## config.mk

```make
export PLATFORM = sky130hd
export DESIGN_NAME = ucc_top
export DESIGN_NICKNAME = d
export VERILOG_FILES = /design/src/ucc_pkg.sv /design/src/ucc_top.sv
export SDC_FILE = /design/constraint.sdc
export NUM_CORES = 1
export LEC_CHECK = 0
export BUFFER_PORTS_ARGS = -buffer_cell sky130_fd_sc_hd__buf_2
export CORE_AREA = 2 2 88 90
export DETAILED_ROUTE_END_ITERATION = 8
export DIE_AREA = 0 0 90 92
export PLACE_DENSITY = 0.87
export SYNTH_ARGS = -nofsm -noshare
export SYNTH_HDL_FRONTEND = slang
export SYNTH_SLANG_ARGS = --single-unit
```

## constraint.sdc

```tcl
create_clock -name clk_sys -period 3.4 [get_ports clk_sys]
set_input_delay 1.02 -clock clk_sys [delete_from_list [all_inputs] [get_ports clk_sys]]
set_output_delay 1.02 -clock clk_sys [all_outputs]
set_load 0.01 [all_outputs]
```

## src/ucc_pkg.sv

```systemverilog
// ucc_pkg: constants shared by the serial control block.
// assumes an AXI4-Lite master with 32-bit data and byte addressing.
`default_nettype none
package ucc_pkg;
    localparam int AXI_ADDR_W = 8;
    // register indices; the byte address is four times the index
    localparam logic [5:0] IDX_CTRL_ONE = 6'h02;
    localparam logic [5:0] IDX_CTRL_TWO = 6'h03;
    localparam logic [5:0] IDX_STATE = 6'h08;
    localparam logic [7:0] ADDR_CTRL_ONE = {IDX_CTRL_ONE, 2'h0};
    localparam logic [7:0] ADDR_CTRL_TWO = {IDX_CTRL_TWO, 2'h0};
    localparam logic [7:0] ADDR_STATE = {IDX_STATE, 2'h0};
    localparam logic [7:0] RST_CTRL_ONE = 8'h00;
    localparam logic [7:0] RST_CTRL_TWO = 8'h00;
    // control one fields
    localparam int B_LOOP_SELECT = 7;
    localparam int B_HALT_IN_WAIT = 6;
    localparam int B_RECEIVER_SOURCE = 5;
    localparam int B_NINE_BITS = 4;
    localparam int B_WAKE_ADDR = 3;
    localparam int B_IDLE_COUNT_START = 2;
    localparam int B_PARITY_ON = 1;
    localparam int B_PARITY_ODD = 0;
    // control two fields
    localparam int B_TX_EMPTY_IRQ_EN = 7;
    localparam int B_TX_DONE_IRQ_EN = 6;
    localparam int B_RX_FULL_IRQ_EN = 5;
    localparam int B_IDLE_IRQ_EN = 4;
    localparam int B_TX_ON = 3;
    localparam int B_RX_ON = 2;
    // consecutive ones that make an idle character
    localparam logic [3:0] IDLE_ONES_EIGHT = 4'hA;
    localparam logic [3:0] IDLE_ONES_NINE = 4'hB;
    localparam logic [1:0] RESP_OKAY = 2'h0;
    localparam logic [1:0] RESP_SLVERR = 2'h2;
endpackage : ucc_pkg
`default_nettype wire

```

## src/ucc_top.sv

```systemverilog
// ucc_top: control registers, line routing, frame format, parity, idle
// detection and interrupt gating of the serial transceiver.
// assumes the shifters, baud divider and status flags live outside on clk_sys;
// rx_pin and txd_pin_in are asynchronous pins.
//
// The AXI4-Lite interface to the registers was left to the implementer.
`timescale 1ns/1ps
`default_nettype none
// Summary of operation
// RQ1: loop select cuts the receive pin and feeds transmitter output to the receiver.
// RQ2: software enables both transmitter and receiver when using loop operation.
// RQ3: receiver source picks internal loop (0) or single-wire transmit pin (1).
// RQ4: halt in wait stops the serial logic during processor wait mode.
// RQ5: character length picks eight or nine data bits, one start, one stop.
// RQ6: wakeup on idle line (0) or on address mark in the data msb (1).
// RQ7: idle ones count starts after start bit (0) or after stop bit (1).
// RQ8: parity enable puts parity in the data msb, generated and checked.
// RQ9: parity odd selects odd parity, else even parity.
// RQ10: transmit empty flag raises interrupt only with its enable set.
// RQ11: transmission finished flag raises interrupt only with its enable set.
// RQ12: receive full and overrun raise interrupt only with receive enable set.
// RQ13: idle flag raises interrupt only with idle enable set.
// RQ14: transmitter enable turns transmitter on and takes the transmit pin.
// RQ15: setting transmitter enable queues an idle preamble.
// RQ16: receiver enable switches the receiver on.
// RQ17: both control registers are readable and writable at any time.
// RQ18: idle after 10 ones for eight bits, 11 ones for nine bits.
// RQ19: in halted wait a transfer freezes and resumes; reset aborts it.
// RQ20: interrupt request is the OR of every flag ANDed with its enable.
// RQ21: format, parity and routing changes apply only at frame boundaries.
module ucc_top (
    input wire logic clk_sys,
    input wire logic rst_n,
    input wire logic [7:0] s_axi_awaddr,
    input wire logic s_axi_awvalid,
    output logic s_axi_awready,
    input wire logic [31:0] s_axi_wdata,
    input wire logic [3:0] s_axi_wstrb,
    input wire logic s_axi_wvalid,
    output logic s_axi_wready,
    output logic [1:0] s_axi_bresp,
    output logic s_axi_bvalid,
    input wire logic s_axi_bready,
    input wire logic [7:0] s_axi_araddr,
    input wire logic s_axi_arvalid,
    output logic s_axi_arready,
    output logic [31:0] s_axi_rdata,
    output logic [1:0] s_axi_rresp,
    output logic s_axi_rvalid,
    input wire logic s_axi_rready,
    input wire logic cpu_wait,
    input wire logic bit_tick,
    input wire logic tx_serial,
    input wire logic tx_idle,
    input wire logic rx_idle,
    input wire logic [8:0] tx_data,
    input wire logic [8:0] rx_data,
    input wire logic rx_data_valid,
    input wire logic rx_stop_done,
    input wire logic tx_buf_empty,
    input wire logic tx_finished,
    input wire logic rx_buf_full,
    input wire logic rx_overrun,
    input wire logic idle_flag,
    input wire logic rx_pin,
    input wire logic txd_pin_in,
    output logic txd_pin_out,
    output logic txd_pin_oe_n,
    output logic module_run,
    output logic bit_tick_run,
    output logic tx_enable,
    output logic rx_enable,
    output logic preamble_req,
    output logic rx_line,
    output logic frame_nine_bits,
    output logic parity_on,
    output logic parity_odd,
    output logic tx_parity_bit,
    output logic parity_error,
    output logic idle_detect,
    output logic wake_event,
    output logic irq
);
    logic aw_held_reg, aw_held_next, w_held_reg, w_held_next;
    logic [7:0] awaddr_reg, awaddr_next, wdata_reg, wdata_next;
    logic wstrb_reg, wstrb_next, bvalid_reg, bvalid_next, rvalid_reg, rvalid_next;
    logic [1:0] bresp_reg, bresp_next, rresp_reg, rresp_next;
    logic [31:0] rdata_reg, rdata_next;
    logic [7:0] ctrl_one_reg, ctrl_one_next, ctrl_two_reg, ctrl_two_next;
    logic [6:0] cfg_reg, cfg_next;
    logic rxp_s1_reg, rxp_s2_reg, txp_s1_reg, txp_s2_reg;
    logic rx_line_reg, rx_line_next, tx_on_d_reg, tx_on_d_next;
    logic preamble_reg, preamble_next, irq_reg, irq_next;
    logic txpar_reg, txpar_next, perr_reg, perr_next;
    logic [3:0] idle_cnt_reg, idle_cnt_next;
    logic idle_armed_reg, idle_armed_next, idle_done_reg, idle_done_next;
    logic idle_det_reg, idle_det_next, wake_reg, wake_next;
    logic write_fire, run, tick, cfg_loop, cfg_receiver_source, cfg_nine, cfg_wake, cfg_ilt;
    logic cfg_pon, cfg_podd, rx_par_calc, tx_par_calc, rx_msb;
    logic [8:0] par_mask;
    logic [3:0] idle_thresh;

    // latched format; cfg bits follow control one order without halt_in_wait
    assign cfg_loop = cfg_reg[6];
    assign cfg_receiver_source = cfg_reg[5];
    assign cfg_nine = cfg_reg[4];
    assign cfg_wake = cfg_reg[3];
    assign cfg_ilt = cfg_reg[2];
    assign cfg_pon = cfg_reg[1];
    assign cfg_podd = cfg_reg[0];

    assign run = !(ctrl_one_reg[ucc_pkg::B_HALT_IN_WAIT] && cpu_wait); // see RQ4
    // freezing the bit rate enable holds every shifter where it stands
    assign tick = bit_tick && run; // see RQ19
    assign write_fire = aw_held_reg && w_held_reg && !bvalid_reg;

    assign s_axi_awready = !aw_held_reg && !bvalid_reg;
    assign s_axi_wready = !w_held_reg && !bvalid_reg;
    assign s_axi_bvalid = bvalid_reg;
    assign s_axi_bresp = bresp_reg;
    assign s_axi_arready = !rvalid_reg;
    assign s_axi_rvalid = rvalid_reg;
    assign s_axi_rdata = rdata_reg;
    assign s_axi_rresp = rresp_reg;

    // register bus, accepted in any operating state; new requests wait while a response is pending
    always_comb begin // see RQ17
        aw_held_next = aw_held_reg;
        awaddr_next = awaddr_reg;
        w_held_next = w_held_reg;
        wdata_next = wdata_reg;
        wstrb_next = wstrb_reg;
        bvalid_next = bvalid_reg;
        bresp_next = bresp_reg;
        rvalid_next = rvalid_reg;
        rdata_next = rdata_reg;
        rresp_next = rresp_reg;
        ctrl_one_next = ctrl_one_reg;
        ctrl_two_next = ctrl_two_reg;
        if (s_axi_awvalid && s_axi_awready) begin
            aw_held_next = 1'b1;
            awaddr_next = s_axi_awaddr;
        end
        if (s_axi_wvalid && s_axi_wready) begin
            w_held_next = 1'b1;
            wdata_next = s_axi_wdata[7:0];
            wstrb_next = s_axi_wstrb[0];
        end
        if (write_fire) begin
            aw_held_next = 1'b0;
            w_held_next = 1'b0;
            bvalid_next = 1'b1;
            bresp_next = ucc_pkg::RESP_OKAY;
            case (awaddr_reg)
                ucc_pkg::ADDR_CTRL_ONE: begin
                    if (wstrb_reg) begin
                        ctrl_one_next = wdata_reg;
                    end
                end
                ucc_pkg::ADDR_CTRL_TWO: begin
                    if (wstrb_reg) begin
                        ctrl_two_next = wdata_reg;
                    end
                end
                ucc_pkg::ADDR_STATE: begin
                end
                default: begin
                    bresp_next = ucc_pkg::RESP_SLVERR;
                end
            endcase
        end else if (bvalid_reg && s_axi_bready) begin
            bvalid_next = 1'b0;
        end
        if (s_axi_arvalid && s_axi_arready) begin
            rvalid_next = 1'b1;
            rresp_next = ucc_pkg::RESP_OKAY;
            case (s_axi_araddr)
                ucc_pkg::ADDR_CTRL_ONE: rdata_next = {24'h00_0000, ctrl_one_reg};
                ucc_pkg::ADDR_CTRL_TWO: rdata_next = {24'h00_0000, ctrl_two_reg};
                ucc_pkg::ADDR_STATE: rdata_next = {16'h0000, 1'b0, cfg_reg,
                    2'h0, idle_armed_reg, rx_line_reg, tx_enable, rx_enable, irq_reg, run};
                default: begin
                    rdata_next = 32'h0000_0000;
                    rresp_next = ucc_pkg::RESP_SLVERR;
                end
            endcase
        end else if (rvalid_reg && s_axi_rready) begin
            rvalid_next = 1'b0;
        end
    end

    always_ff @(posedge clk_sys or negedge rst_n) begin
        if (!rst_n) begin
            aw_held_reg <= 1'b0;
            awaddr_reg <= 8'h00;
            w_held_reg <= 1'b0;
            wdata_reg <= 8'h00;
            wstrb_reg <= 1'b0;
            bvalid_reg <= 1'b0;
            bresp_reg <= ucc_pkg::RESP_OKAY;
            rvalid_reg <= 1'b0;
            rdata_reg <= 32'h0000_0000;
            rresp_reg <= ucc_pkg::RESP_OKAY;
            ctrl_one_reg <= ucc_pkg::RST_CTRL_ONE;
            ctrl_two_reg <= ucc_pkg::RST_CTRL_TWO;
        end else begin
            aw_held_reg <= aw_held_next;
            awaddr_reg <= awaddr_next;
            w_held_reg <= w_held_next;
            wdata_reg <= wdata_next;
            wstrb_reg <= wstrb_next;
            bvalid_reg <= bvalid_next;
            bresp_reg <= bresp_next;
            rvalid_reg <= rvalid_next;
            rdata_reg <= rdata_next;
            rresp_reg <= rresp_next;
            ctrl_one_reg <= ctrl_one_next;
            ctrl_two_reg <= ctrl_two_next;
        end
    end

    // pin synchronisers; only the second stage is read
    always_ff @(posedge clk_sys or negedge rst_n) begin
        if (!rst_n) begin
            rxp_s1_reg <= 1'b1;
            rxp_s2_reg <= 1'b1;
            txp_s1_reg <= 1'b1;
            txp_s2_reg <= 1'b1;
        end else begin
            rxp_s1_reg <= rx_pin;
            rxp_s2_reg <= rxp_s1_reg;
            txp_s1_reg <= txd_pin_in;
            txp_s2_reg <= txp_s1_reg;
        end
    end

    assign idle_thresh = cfg_nine ? ucc_pkg::IDLE_ONES_NINE : ucc_pkg::IDLE_ONES_EIGHT; // see RQ18
    assign par_mask = cfg_nine ? 9'h0FF : 9'h07F; // see RQ5
    assign tx_par_calc = (^(tx_data & par_mask)) ^ cfg_podd; // see RQ9
    assign rx_par_calc = (^(rx_data & par_mask)) ^ cfg_podd; // see RQ9
    assign rx_msb = cfg_nine ? rx_data[8] : rx_data[7]; // see RQ6

    always_comb begin
        cfg_next = cfg_reg;
        // a frame already shifting keeps the format it started with
        if (tx_idle && rx_idle) begin // see RQ21
            cfg_next = {ctrl_one_reg[ucc_pkg::B_LOOP_SELECT], ctrl_one_reg[5:0]};
        end
        // see RQ1 RQ3
        if (!cfg_loop) begin
            rx_line_next = rxp_s2_reg;
        end else if (cfg_receiver_source) begin
            rx_line_next = txp_s2_reg;
        end else begin
            rx_line_next = tx_serial;
        end
        tx_on_d_next = ctrl_two_reg[ucc_pkg::B_TX_ON];
        preamble_next = ctrl_two_reg[ucc_pkg::B_TX_ON] && !tx_on_d_reg; // see RQ15
        txpar_next = tx_par_calc; // see RQ8
        perr_next = rx_data_valid && run && cfg_pon && (rx_par_calc != rx_msb); // see RQ8
        irq_next = (ctrl_two_reg[ucc_pkg::B_TX_EMPTY_IRQ_EN] && tx_buf_empty) // see RQ10 RQ20
            || (ctrl_two_reg[ucc_pkg::B_TX_DONE_IRQ_EN] && tx_finished) // see RQ11
            || (ctrl_two_reg[ucc_pkg::B_RX_FULL_IRQ_EN] && (rx_buf_full || rx_overrun)) // see RQ12
            || (ctrl_two_reg[ucc_pkg::B_IDLE_IRQ_EN] && idle_flag); // see RQ13
        idle_cnt_next = idle_cnt_reg;
        idle_armed_next = idle_armed_reg;
        idle_done_next = idle_done_reg;
        idle_det_next = 1'b0;
        if (!rx_enable) begin
            idle_cnt_next = 4'h0;
            idle_armed_next = 1'b0;
            idle_done_next = 1'b0;
        end else if (rx_stop_done && run) begin
            idle_armed_next = 1'b1; // see RQ7
            idle_cnt_next = 4'h0;
        end else if (tick) begin
            if (!rx_line_reg) begin
                idle_cnt_next = 4'h0;
                idle_armed_next = 1'b0;
                idle_done_next = 1'b0;
            end else if ((!cfg_ilt || idle_armed_reg) && !idle_done_reg) begin // see RQ7
                idle_cnt_next = idle_cnt_reg + 4'h1;
                if (idle_cnt_reg + 4'h1 == idle_thresh) begin // see RQ18
                    idle_det_next = 1'b1;
                    idle_done_next = 1'b1;
                end
            end
        end
        wake_next = cfg_wake ? (rx_data_valid && run && rx_msb) : idle_det_next; // see RQ6
    end

    always_ff @(posedge clk_sys or negedge rst_n) begin
        if (!rst_n) begin
            cfg_reg <= 7'h00;
            rx_line_reg <= 1'b1;
            tx_on_d_reg <= 1'b0;
            preamble_reg <= 1'b0;
            txpar_reg <= 1'b0;
            perr_reg <= 1'b0;
            irq_reg <= 1'b0;
            idle_cnt_reg <= 4'h0;
            idle_armed_reg <= 1'b0;
            idle_done_reg <= 1'b0;
            idle_det_reg <= 1'b0;
            wake_reg <= 1'b0;
        end else begin
            cfg_reg <= cfg_next;
            rx_line_reg <= rx_line_next;
            tx_on_d_reg <= tx_on_d_next;
            preamble_reg <= preamble_next;
            txpar_reg <= txpar_next;
            perr_reg <= perr_next;
            irq_reg <= irq_next;
            idle_cnt_reg <= idle_cnt_next;
            idle_armed_reg <= idle_armed_next;
            idle_done_reg <= idle_done_next;
            idle_det_reg <= idle_det_next;
            wake_reg <= wake_next;
        end
    end

    assign module_run = run;
    assign bit_tick_run = tick; // see RQ19
    assign tx_enable = ctrl_two_reg[ucc_pkg::B_TX_ON]; // see RQ14
    assign rx_enable = ctrl_two_reg[ucc_pkg::B_RX_ON]; // see RQ16
    // pin idles high and is released while the transmitter is off
    assign txd_pin_out = tx_enable ? tx_serial : 1'b1; // see RQ14
    assign txd_pin_oe_n = !tx_enable; // see RQ14
    assign preamble_req = preamble_reg;
    assign rx_line = rx_line_reg;
    assign frame_nine_bits = cfg_nine; // see RQ5
    assign parity_on = cfg_pon; // see RQ8
    assign parity_odd = cfg_podd; // see RQ9
    assign tx_parity_bit = txpar_reg;
    assign parity_error = perr_reg;
    assign idle_detect = idle_det_reg;
    assign wake_event = wake_reg;
    assign irq = irq_reg;
endmodule : ucc_top
`default_nettype wire

```

======== Word level (Yosys, flattened, before mapping) ========
Cells that the tools add are included.
word-level totals
  output and inout port bits .............. 57
  input bits .............................. 91
  bits in registers ....................... 98
  word-level logic and storage cells ...... 137
cells by class
  $add $sub $neg .......................... 1
  muxes and demuxes ....................... 39
  bitwise gates (word level) .............. 4
  reduce and logical (&&, ||, !) cells .... 50
  eq/ne operators ......................... 15
operators with widths
  cell                                                  number
  one-hot mux 15 bit (3 select lines)                   1
  equality test 8 x 4 -> 1 bit (second input constant)  4
  2-to-1 mux 1 bit                                      30
  logical AND 1 bit                                     23
  2-to-1 mux 4 bit                                      5
  bitwise AND 9 x 8 -> 9 bit                            2
  XOR reduction 9 bit                                   2
  equality test 8 x 6 -> 1 bit (second input constant)  2
  != test 3 x 2 -> 1 bit (second input constant)        4
  zero test 1 bit                                       9
  2-to-1 mux 8 bit                                      1
  nonzero test 2 bit                                    4
  AND reduction 3 bit                                   2
  OR reduction 3 bit                                    2
  logical OR 1 bit                                      5
  adder 4 x 1 -> 4 bit (second input constant)          1
  equality test 4 bit                                   1
  2-to-1 mux 2 bit                                      2
  != test 2 bit (second input constant)                 2
  != test 4 x 2 -> 1 bit (second input constant)        1
  AND reduction 2 bit                                   2
  AND reduction 4 bit                                   1
  XOR 1 bit                                             2
  != test 1 bit                                         1

======== Longest topological paths before layout ========
Gate-level depths: netlist of the first run.
  depth in word-level cells ............... 9
  mapped depth ............................ 7
  mapped depth without buffers ............ 6

======== Worst setup path after synthesis of the first run ========
No wires, ideal clock.
  path kind ............................... in2out
  start point ............................. in bit_tick
  end point ............................... out bit_tick_run
  data required time ...................... 2.380 ns
  buffers on the path ..................... 1
  cell stages on the path ................. 3
  arrival time ............................ 1.452 ns
  slack ................................... 0.928 ns
  path through ............................ a21bo_2 buf_2 inv_1
on the way
  longest elaborated chain between the ends .. 1
RTL lines
  what               line            source
  start, declared    ucc_top.sv:52   input wire logic bit_tick,
  logical AND 1 bit  ucc_top.sv:114  assign tick = bit_tick && run;
  end, declared      ucc_top.sv:70   output logic bit_tick_run,
No other way between the ends.

======== Worst setup path in the final report of the first run ========
Same ends and word-level chain as after synthesis.

==> results.md, run 1 <==
- Cell count after placement: 513
- Effective utilization at floorplan: 49.4%
- Switching power share of the total: 29.8%
- Most frequent standard cell in the layout excluding fill and tap cells: sky130_fd_sc_hd__buf_2
- Internal Power: 1.75 mW
- Number of resized instances in the post-cts repair step: 0
- Vias in the first global route: 2703
- Area share of and/or/nand/nor cells after synthesis: 11.4%
- Global route total overflow: 0
- Combinational Power Share: 21.1%
- Mux contribution to synthesized area: 16.4%
- Area Overhead vs Synth: 19.3%
- Cell count after synthesis: 321
- Count of nets left with antenna violations after detail routing: 0
- CTS hold repair buffers: 0
- Number of vias in the routed layout: 2683
- Post-synthesis instance area: 3680 µm²
- Setup clock skew after layout: 11.3 ps
- Fraction of the mapped netlist area in adder cells: 0.340%
- Unrepaired setup endpoints after global routing: false
- Synth warnings: 0
- Crit Path Category: in2out
- Count of input and output buffers: 100
- Type of destination of the critical path: output pin
- Data required time of the worst path: 2380 ps
- Static leakage: 2.16 nW
- CTS root buf: sky130_fd_sc_hd__clkbuf_8
- Largest net degree at the start of global routing: 80
- Number of buffers created by CTS: 9
- Worst EP arrival: 1590 ps
- Layout filler cell count: 587
- 1st-iter DRT viols: 87
- Avg Inst Size Synth: 11.5 µm²
- Post-synth EDFFs: 0
- Clock latency at the later pin of the worst-skew pair: 350 ps
- Max Fanout on Critical Path: 10
- Number of storage elements in the synthesis netlist: 79
- Clock tree sinks: 79
- Net count reported at finish: 514
- Post-CTS setup repair buffer count: 0
- Total chip power: 2.49 mW
- Total DRC errors in the routed layout: 0
- Number of search-and-repair iterations in the first detailed-routing pass: 4
- Per-cell via count in the routed design: 5.07
- TritonCTS clock tree: built
- GPL Wtd Cong: 0.764
- Final worst path period share: 76.7%
- Sequential cell fraction of total power: 51.2%
- Fraction of synthesis flops using an asynchronous set or reset pin: 100%
- Share of post-route cells with drive strength above 1: 39.6%
- Deepest clock path buffer count: 2
- Slew at the pin with the worst max-slew slack: 961 ps
- Cell types with the largest area share after synthesis: sky130_fd_sc_hd__dfrtp_1, sky130_fd_sc_hd__mux2_2, sky130_fd_sc_hd__buf_4, sky130_fd_sc_hd__xnor2_1, sky130_fd_sc_hd__nand2_1
- Number of flip-flops in the largest register: 15
- Xor/xnor cell area share of the yosys netlist: 4.05%
- First-pass GRT wire length: 12500 µm
- Initial antenna violation count: 0
- Power share of the clock group: 27.8%
- Share of the synthesized area in the top cell type: 50.4%
- Minimum clock period after layout: 2610 ps
- Post-synthesis compound-gate area fraction: 7.93%
- Startpoint type of the worst setup path: input port
- Clock input transition at the sequential cells of the worst setup and hold paths: 80 ps
- Global Route Usage Sum: 18.8%
- Count of pins on the block boundary: 148
- Estimated wirelength of the detail-placed design: 5680 µm
- Cell taking the most area after synthesis: sky130_fd_sc_hd__dfrtp_1
- Number of setup violations in the final report: 0
- Top library cells by usage in the layout, fill and taps aside: sky130_fd_sc_hd__buf_2, sky130_fd_sc_hd__dfrtp_1, sky130_fd_sc_hd__nand2_1
- Achievable clock frequency: 0.383 GHz
- Area inside the core boundary: 7450 µm²
- Primary flip-flop cell chosen by synthesis mapping: sky130_fd_sc_hd__dfrtp_1
- Outcome: completed
- Cell area power density: 568 nW/µm²
- Post-layout instance count excluding filler cells: 529
- Distinct cell type count of the synthesized netlist: 51
- Inserted Diodes: 0
- Count of final hold-check violations: 0
- Number of pins with negative max-slew slack in the final report: 0
- Max-capacitance violation count: 0
- Register area share after synthesis: 53.9%
- CTS H-tree depth: 3
- Final total negative setup slack: 0 ps
- Die Ht: 92 µm
- Row Count: 32
- Min-Delay Path Class: reg2reg
- Worst vdd rail ir drop: 0.502 mV
- Chip width: 90 µm
- Total die area: 8280 µm²
- Routed wirelength normalized by instance count: 14.3 µm
- Post-Route WL: 7570 µm
- Worst rel slew slack: 35.9%
- Dominant combinational cell family by area after synthesis: multiplexers
- Net Sw Power: 0.744 mW
## metal layers
metal	track usage, %	share of wire (%)	vias to the layer above
met2	30.6	49	122
met1	23.4	42	1282
met4	10.0	1.5	0
met3	4.60	8.0	13
li1	-	-	1266
met5	0	0	-
## worst max-delay path, stage by stage
cell                      delay [ps]
sky130_fd_sc_hd__buf_2           100
sky130_fd_sc_hd__a21bo_2         280
sky130_fd_sc_hd__inv_1            50
sky130_fd_sc_hd__buf_2           130
## metrics by stage
stage | hold WS (ps) | util (%) | worst slack, ps | area, µm²
final | 358 | 58.9 | 791 | 4390
after global routing | 361 | 58.9 | 744 | 4390
after CTS | 361 | 58.9 | 789 | 4390
after detailed placement | 349 | 56.3 | 713 | 4190
after global placement | 347 | 56.3 | 786 | 4190
after floorplan | 345 | - | 928 | 3740
## power groups by stage
stage	Sequential (mW)	Clock [mW]	Combinational (mW)
2_1_floorplan	1.25	0	0.392
6_report	1.28	0.692	0.525
3_5_place_dp	1.29	0	0.531
4_1_cts	1.27	0.700	0.533
5_1_grt	1.30	0.743	0.591
3_3_place_gp	1.28	0	0.509
## area by class of cell
| cell class | count | area (µm²) | area share, % |
|---|---|---|---|
| clock buffers | 10 | 128 | 2.91 |
| clock inverters | 6 | 67.6 | 1.54 |
| inverters | 6 | 22.5 | 0.514 |
| flip-flops and latches | 79 | 1980 | 45.2 |
| repair buffers | 101 | 510 | 11.6 |
| multi-input cells | 225 | 1550 | 35.3 |
| well taps | 102 | 128 | 2.91 |
## synth_stat cells, types with 2 or more instances
library cell	number
sky130_fd_sc_hd__dfrtp_1	74
sky130_fd_sc_hd__nand2_1	37
sky130_fd_sc_hd__mux2_2	34
sky130_fd_sc_hd__nor2_1	22
sky130_fd_sc_hd__buf_4	19
sky130_fd_sc_hd__o21ai_0	16
sky130_fd_sc_hd__xnor2_1	16
sky130_fd_sc_hd__a21oi_1	13
sky130_fd_sc_hd__mux2i_1	10
sky130_fd_sc_hd__mux2_4	8
sky130_fd_sc_hd__inv_1	6
sky130_fd_sc_hd__o31ai_1	6
sky130_fd_sc_hd__clkbuf_1	5
sky130_fd_sc_hd__dfstp_2	5
sky130_fd_sc_hd__buf_2	4
sky130_fd_sc_hd__nand2b_1	3
sky130_fd_sc_hd__nor2b_1	3
sky130_fd_sc_hd__a22oi_1	2
sky130_fd_sc_hd__nand3_1	2
sky130_fd_sc_hd__nand3b_1	2
sky130_fd_sc_hd__nor2_2	2
sky130_fd_sc_hd__nor3_1	2
sky130_fd_sc_hd__nor4_1	2
## cells by family (layout without fill, tap and decap cells)
family | count (synthesis) | count (layout)
compound gates | 48 | 48
xor+xnor | 17 | 17
fa+ha+maj | 1 | 1
buf+inv | 35 | 123
flops | 79 | 79
mux | 52 | 52
other cells | 1 | 19
simple gates | 88 | 88
## worst paths after layout
path,start,to,slack [ps],depth (start not counted)
max,bit_tick,bit_tick_run,790,4
min,txp_s1_reg,txp_s2_reg,360,0
max reg2reg,awaddr_reg[0],ctrl_two_reg[7],1290,5
min reg2reg,txp_s1_reg,txp_s2_reg,360,0
max in group asynchronous,rst_n,wdata_reg[5],1960,1
min in group asynchronous,rst_n,idle_cnt_reg[3],810,1
No activity file was read; power rests on OpenSTA's default activity.
==> inputs of run 2 (changes only) <==
- CORE_AREA: 2 2 88 90 -> 2 2 91 93
- DIE_AREA: 0 0 90 92 -> 0 0 93 95
- PLACE_DENSITY: 0.87 -> 0.82
- clock period: 3.4 -> 2.5 ns (I/O delays scaled with it)
==> results.md, run 2 (synthesized netlist as in run 1, its figures left out) <==
- GPL Wtd Cong: 0.741 (was 0.764)
- Final total negative setup slack: 0 ps (unchanged)
- Data required time of the worst path: 2750 ps (was 2380 ps)
- Register-to-Register Path Depth: 5 (unchanged)
- Count of nets left with antenna violations after detail routing: 0 (unchanged)
- Post-CTS setup repair buffer count: 0 (unchanged)
- Worst EP arrival: 2350 ps (was 1590 ps)
- Outcome: completed (unchanged)
- Top library cells by usage in the layout, fill and taps aside: sky130_fd_sc_hd__buf_2, sky130_fd_sc_hd__dfrtp_1, sky130_fd_sc_hd__nand2_1 (unchanged)
- CTS hold repair buffers: 0 (unchanged)
- Worst rel slew slack: 57.1% (was 35.9%)
- Max-capacitance violation count: 0 (unchanged)
- Type of destination of the critical path: register (was output pin)
- Final worst path period share: 84.0%
- Most frequent standard cell in the layout excluding fill and tap cells: sky130_fd_sc_hd__buf_2 (unchanged)
- Static leakage: 2.19 nW (was 2.16 nW)
- Row Count: 33 (was 32)
- Initial antenna violation count: 0 (unchanged)
- Number of vias in the routed layout: 2681 (was 2683)
- Net count reported at finish: 518 (was 514)
- Multi-input gate area: 1550 µm² (unchanged)
- CTS H-tree depth: 3 (unchanged)
- Per-cell via count in the routed design: 5.00 (was 5.07)
- Worst reg2reg setup slack: 400 ps (was 1290 ps)
- Min-Delay Path Class: in2async (was reg2reg)
- Number of search-and-repair iterations in the first detailed-routing pass: 4 (unchanged)
- Total chip power: 3.59 mW (was 2.49 mW)
- Reg2reg end: ctrl_two_reg[3] (was ctrl_two_reg[7])
- Layout filler cell count: 680 (was 587)
- Slew at the pin with the worst max-slew slack: 637 ps (was 961 ps)
- Number of flip-flops in the largest register: 15 (unchanged)
- Number of pins with negative max-slew slack in the final report: 0 (unchanged)
- Chip width: 93 µm (was 90 µm)
- Buffers plus inverters on the worst setup path: 0 (was 3)
- Cell area power density: 803 nW/µm² (was 568 nW/µm²)
- Top delay family on crit path: simple AND/OR/NAND/NOR gates (was buffers and inverters)
- Crit Path Category: reg2reg (was in2out)
- CTS root buf: sky130_fd_sc_hd__clkbuf_8 (unchanged)
- Routed wirelength normalized by instance count: 14.4 µm (was 14.3 µm)
- Global Route Usage Sum: 18.7% (was 18.8%)
- Critical path cell sequence: or4_4 > nor2_2 > nand4_1 > or2_1 > mux2_4 (was buf_2 > a21bo_2 > inv_1 > buf_2)
- Area Overhead vs Synth: 21.5% (was 19.3%)
- Count of final hold-check violations: 0 (unchanged)
- Largest net degree at the start of global routing: 38 (was 80)
- Effective utilization at floorplan: 46.4% (was 49.4%)
- Clock latency at the later pin of the worst-skew pair: 360 ps (was 350 ps)
- 1st-iter DRT viols: 148 (was 87)
- Global route total overflow: 0 (unchanged)
- Setup clock skew after layout: 6.74 ps (was 11.3 ps)
- TritonCTS clock tree: built (unchanged)
- Share of post-route cells with drive strength above 1: 40.4% (was 39.6%)
- Critical-path cell with the highest stage delay: sky130_fd_sc_hd__or4_4 (was sky130_fd_sc_hd__a21bo_2)
- Critical Path Max Stage Delay: 530 ps (was 280 ps)
- Area inside the core boundary: 7930 µm² (was 7450 µm²)
- Worst vdd rail ir drop: 0.530 mV (was 0.502 mV)
- Clock input transition at the sequential cells of the worst setup and hold paths: 80 ps (about the same)
- Number of buffers created by CTS: 9 (unchanged)
- Storage cell area: 1980 µm² (unchanged)
- Achievable clock frequency: 0.476 GHz
- Total die area: 8840 µm² (was 8280 µm²)
- Worst r2r src: awaddr_reg[0] (unchanged)
- First-pass GRT wire length: 12700 µm (was 12500 µm)
- Number of setup violations in the final report: 0 (unchanged)
- Total DRC errors in the routed layout: 0 (unchanged)
- Max Fanout on Critical Path: 8 (was 10)
- Count of pins on the block boundary: 148 (unchanged)
- Minimum clock period after layout: 2100 ps
- Post-Route WL: 7720 µm (was 7570 µm)
- Clock tree sinks: 79 (unchanged)
- Unrepaired setup endpoints after global routing: false (unchanged)
- Estimated wirelength of the detail-placed design: 6000 µm (was 5680 µm)
- Deepest clock path buffer count: 2 (unchanged)
- Startpoint type of the worst setup path: register (was input port)
- Number of resized instances in the post-cts repair step: 0 (unchanged)
- Inserted Diodes: 0 (unchanged)
- Die Ht: 95 µm (was 92 µm)
- Vias in the first global route: 2720 (was 2703)
- Count of input and output buffers: 100 (unchanged)
[run 2: area by class of cell]
type | instances | share of cell area [%]
tap | 105 | 2.94
multi-input combinational | 225 | 34.6
clock buffer | 9 | 2.77
inverter | 6 | 0.504
clock inverter | 7 | 2.72
timing repair buffer | 105 | 12.1
sequential | 79 | 44.4
[run 2: through the flow]
stage	utilization [%]	hold slack [ps]	setup slack, ps	cells	cell area (µm²)
finish	56.4	349	399	536	4470
global route	56.4	365	318	536	4470
CTS	56.4	343	382	536	4470
detailed placement	53.3	347	136	520	4220
global placement	53.3	348	198	520	4220
floorplan	-	345	324	339	3740
[run 2: worst max path at each step]
stage | endpoint | start | cells past startpoint | slack [ps]
6_report | ctrl_two_reg[3] | awaddr_reg[0] | 5 | 400
5_1_grt | ctrl_two_reg[0] | awaddr_reg[0] | 5 | 320
4_1_cts | ctrl_two_reg[3] | awaddr_reg[0] | 5 | 380
3_5_place_dp | s_axi_rresp[1] | s_axi_araddr[0] | 5 | 140
3_3_place_gp | s_axi_rresp[1] | s_axi_araddr[0] | 5 | 200
2_1_floorplan | s_axi_rresp[1] | s_axi_araddr[2] | 4 | 320
[run 2: layer usage]
metal / vias to the layer above / track usage, % / routed length (µm)
li1: 1281 / - / -
met1: 1307 / 22.0 / 3250
met2: 85 / 33.0 / 4020
met3: 8 / 4.87 / 398
met4: 0 / 6.62 / 61
met5: - / 0 / 0
[run 2: power breakdown]
group / internal [mW] / switching (mW) / leakage (nW) / total [mW]
clock: 0.664 / 0.474 / 0.112 / 1.14
combinational: 0.392 / 0.334 / 1.05 / 0.726
sequential: 1.53 / 0.201 / 1.03 / 1.73
==> inputs of run 3 (changes only) <==
- ABC_AREA: not set -> 1
- CORE_AREA: 2 2 91 93 -> 2 2 97 99
- DIE_AREA: 0 0 93 95 -> 0 0 99 101
- PLACE_DENSITY: 0.82 -> 0.79
- clock period: 2.5 -> 1.9 ns (I/O delays scaled with it)
==> results.md, run 3 <==
- Post-synthesis compound-gate area fraction: 9.79% (was 7.93%)
- Count of pins on the block boundary: 148 (unchanged)
- Net count reported at finish: 654 (was 518)
- First-pass GRT wire length: 13400 µm (was 12700 µm)
- Clock input transition at the sequential cells of the worst setup and hold paths: 80 ps (about the same)
- Number of setup violations in the final report: 0 (unchanged)
- Post-synth EDFFs: 0 (unchanged)
- Cell types with the largest area share after synthesis: sky130_fd_sc_hd__dfrtp_1, sky130_fd_sc_hd__nand2_1, sky130_fd_sc_hd__inv_1, sky130_fd_sc_hd__o21ai_2, sky130_fd_sc_hd__buf_4 (was sky130_fd_sc_hd__dfrtp_1, sky130_fd_sc_hd__mux2_2, sky130_fd_sc_hd__buf_4, sky130_fd_sc_hd__xnor2_1, sky130_fd_sc_hd__nand2_1)
- Xor/xnor cell area share of the yosys netlist: 2.05% (was 4.05%)
- Effective utilization at floorplan: 42.8% (was 46.4%)
- Outcome: completed (unchanged)
- Share of the synthesized area in the top cell type: 48.1% (was 50.4%)
- Max Fanout on Critical Path: 5 (was 8)
- Setup clock skew after layout: 7.00 ps (was 6.74 ps)
- Number of resized instances in the post-cts repair step: 0 (unchanged)
- Largest net degree at the start of global routing: 33 (was 38)
- CTS H-tree depth: 3 (unchanged)
- Reg2reg end: ctrl_one_reg[4] (was ctrl_two_reg[3])
- Worst setup slack before clock tree synthesis: 204 ps (was 136 ps)
- Number of vias in the routed layout: 3178 (was 2681)
- Min-Delay Path Class: in2async (unchanged)
- Die Ht: 101 µm (was 95 µm)
- Slew at the pin with the worst max-slew slack: 541 ps (was 637 ps)
- Total die area: 10000 µm² (was 8840 µm²)
- Register area share after synthesis: 51.6% (was 53.9%)
- Minimum clock period after layout: 1790 ps
- Number of buffers created by CTS: 9 (unchanged)
- CTS root buf: sky130_fd_sc_hd__clkbuf_8 (unchanged)
- Inserted Diodes: 0 (unchanged)
- Most common library cells after synthesis: sky130_fd_sc_hd__nand2_1, sky130_fd_sc_hd__dfrtp_1, sky130_fd_sc_hd__inv_1, sky130_fd_sc_hd__nor2_1, sky130_fd_sc_hd__nand3_1 (was sky130_fd_sc_hd__dfrtp_1, sky130_fd_sc_hd__nand2_1, sky130_fd_sc_hd__mux2_2, sky130_fd_sc_hd__nor2_1, sky130_fd_sc_hd__buf_4)
- Most frequent standard cell in the layout excluding fill and tap cells: sky130_fd_sc_hd__nand2_1 (was sky130_fd_sc_hd__buf_2)
- Startpoint type of the worst setup path: register (unchanged)
- Dominant combinational cell family by area after synthesis: simple AND/OR/NAND/NOR gates (was multiplexers)
- Post-synthesis instance area: 3850 µm² (was 3680 µm²)
- Per-cell via count in the routed design: 4.69 (was 5.00)
- Row Count: 35 (was 33)
- Global route total overflow: 0 (unchanged)
- Worst reg2reg setup slack: 360 ps (was 400 ps)
- Global Route Usage Sum: 16.9% (was 18.7%)
- Count of input and output buffers: 100 (unchanged)
- Cell count after synthesis: 452 (was 321)
- Count leader, synth: sky130_fd_sc_hd__nand2_1 (was sky130_fd_sc_hd__dfrtp_1)
- Deepest clock path buffer count: 2 (unchanged)
- CTS hold repair buffers: 0 (unchanged)
- Fin worst setup slack: 107 ps (was 399 ps)
- Fraction of synthesis flops using an asynchronous set or reset pin: 100% (unchanged)
- Vias in the first global route: 2972 (was 2720)
- Routed wirelength normalized by instance count: 12.2 µm (was 14.4 µm)
- Worst hold margin: 87.1 ps (was 349 ps)
- Unrepaired setup endpoints after global routing: false (unchanged)
- GPL Wtd Cong: 0.880 (was 0.741)
- Worst rel slew slack: 63.8% (was 57.1%)
- Number of flip-flops in the largest register: 15 (unchanged)
- Top library cells by usage in the layout, fill and taps aside: sky130_fd_sc_hd__nand2_1, sky130_fd_sc_hd__buf_2, sky130_fd_sc_hd__dfrtp_1 (was sky130_fd_sc_hd__buf_2, sky130_fd_sc_hd__dfrtp_1, sky130_fd_sc_hd__nand2_1)
- Cell area power density: 1010 nW/µm² (was 803 nW/µm²)
- Total DRC errors in the routed layout: 0 (unchanged)
- 1st-iter DRT viols: 143 (was 148)
- Data required time of the worst path: 1330 ps (was 2750 ps)
- Worst EP arrival: 1220 ps (was 2350 ps)
- Distinct cell type count of the synthesized netlist: 33 (was 51)
- Number of search-and-repair iterations in the first detailed-routing pass: 4 (unchanged)
- TritonCTS clock tree: built (unchanged)
- Primary flip-flop cell chosen by synthesis mapping: sky130_fd_sc_hd__dfrtp_1 (unchanged)
- Fraction of the mapped netlist area in adder cells: 0.325% (was 0.340%)
- Area inside the core boundary: 8980 µm² (was 7930 µm²)
- Initial antenna violation count: 0 (unchanged)
- Clock latency at the later pin of the worst-skew pair: 350 ps (was 360 ps)
- Max-capacitance violation count: 0 (unchanged)
- Register-to-Register Path Depth: 5 (unchanged)
- Count of nets left with antenna violations after detail routing: 0 (unchanged)
- Worst r2r src: awaddr_reg[1] (was awaddr_reg[0])
- Crit Path Category: reg2out (was reg2reg)
- Number of storage elements in the synthesis netlist: 79 (unchanged)
- Chip width: 99 µm (was 93 µm)
- Static leakage: 2.59 nW (was 2.19 nW)
- Achievable clock frequency: 0.558 GHz
- Avg Inst Size Synth: 8.51 µm² (was 11.5 µm²)
- Mux contribution to synthesized area: 1.46% (was 16.4%)
- Worst vdd rail ir drop: 0.666 mV (was 0.530 mV)
- Number of pins with negative max-slew slack in the final report: 0 (unchanged)
- Clock tree sinks: 79 (unchanged)
- Cell taking the most area after synthesis: sky130_fd_sc_hd__dfrtp_1 (unchanged)
- Final Instance Area: 4690 µm² (was 4470 µm²)
- Synth warnings: 0 (unchanged)
- Final worst path period share: 94.4%
- Placed instance area: 4450 µm² (was 4220 µm²)
- Type of destination of the critical path: output pin (was register)
- Share of post-route cells with drive strength above 1: 28.9% (was 40.4%)
- Post-Route WL: 8260 µm (was 7720 µm)
- Area share of and/or/nand/nor cells after synthesis: 24.3% (was 11.4%)
- Count of final hold-check violations: 0 (unchanged)
- Area Overhead vs Synth: 22.0% (was 21.5%)
- Estimated wirelength of the detail-placed design: 6410 µm (was 6000 µm)
- Final total negative setup slack: 0 ps (unchanged)
- Post-CTS setup repair buffer count: 0 (unchanged)
[run 3: how the worst max path moves through the flow]
stage | from | endpoint | slack (ps)
after floorplan | tx_serial | txd_pin_out | 450
after CTS | ctrl_two_reg[3] | txd_pin_out | 20
after detailed placement | cpu_wait | bit_tick_run | 200
after global placement | cpu_wait | bit_tick_run | 220
after global routing | ctrl_one_reg[6] | bit_tick_run | 40
final | ctrl_two_reg[3] | txd_pin_out | 110
[run 3: report_power, final]
| part | switching (mW) | internal, mW | leakage (nW) | total [mW] |
|---|---|---|---|---|
| clock | 0.609 | 0.870 | 0.112 | 1.48 |
| sequential | 0.197 | 2.00 | 1.01 | 2.19 |
| combinational | 0.666 | 0.411 | 1.47 | 1.08 |
[run 3: metal layers]
metal  wire length (µm)  global-route usage [%]  share of wire [%]
met2               4030                    28.8                 49
met5                  0                       0                  0
met3                462                    3.47                5.6
met4                221                    8.22                2.7
met1               3550                    20.5                 43
[run 3: cell families after synthesis]
| group | after synthesis |
|---|---|
| AND/OR/NAND/NOR | 215 |
| buffers and inverters | 83 |
| flip-flops | 79 |
| AO/OA/AOI/OAI | 59 |
| XOR/XNOR | 9 |
| multiplexers | 5 |
| adder cells (fa/ha/maj) | 1 |
| other | 1 |
[run 3: critical path, cell delays in order, from the launching register on]
cell,delay (ps)
sky130_fd_sc_hd__dfrtp_2,410
sky130_fd_sc_hd__inv_1,70
sky130_fd_sc_hd__or2_2,260
sky130_fd_sc_hd__buf_2,140
[run 3: area by class of cell]
type / instances / area, µm²
Clock inverter: 6 / 110
Inverter: 57 / 214
Clock buffer: 10 / 128
Multi-Input combinational cell: 308 / 1540
Timing Repair Buffer: 107 / 581
Fill cell: 845 / 4290
Tap cell: 111 / 139
Sequential cell: 79 / 1980
[run 3: stage by stage]
stage	util (%)	total power, mW	instances
2_1_floorplan	-	2.95	470
3_3_place_gp	49.5	3.25	662
3_5_place_dp	49.5	3.32	662
4_1_cts	52.2	4.80	678
5_1_grt	52.3	5.04	678
6_report	52.3	4.75	678
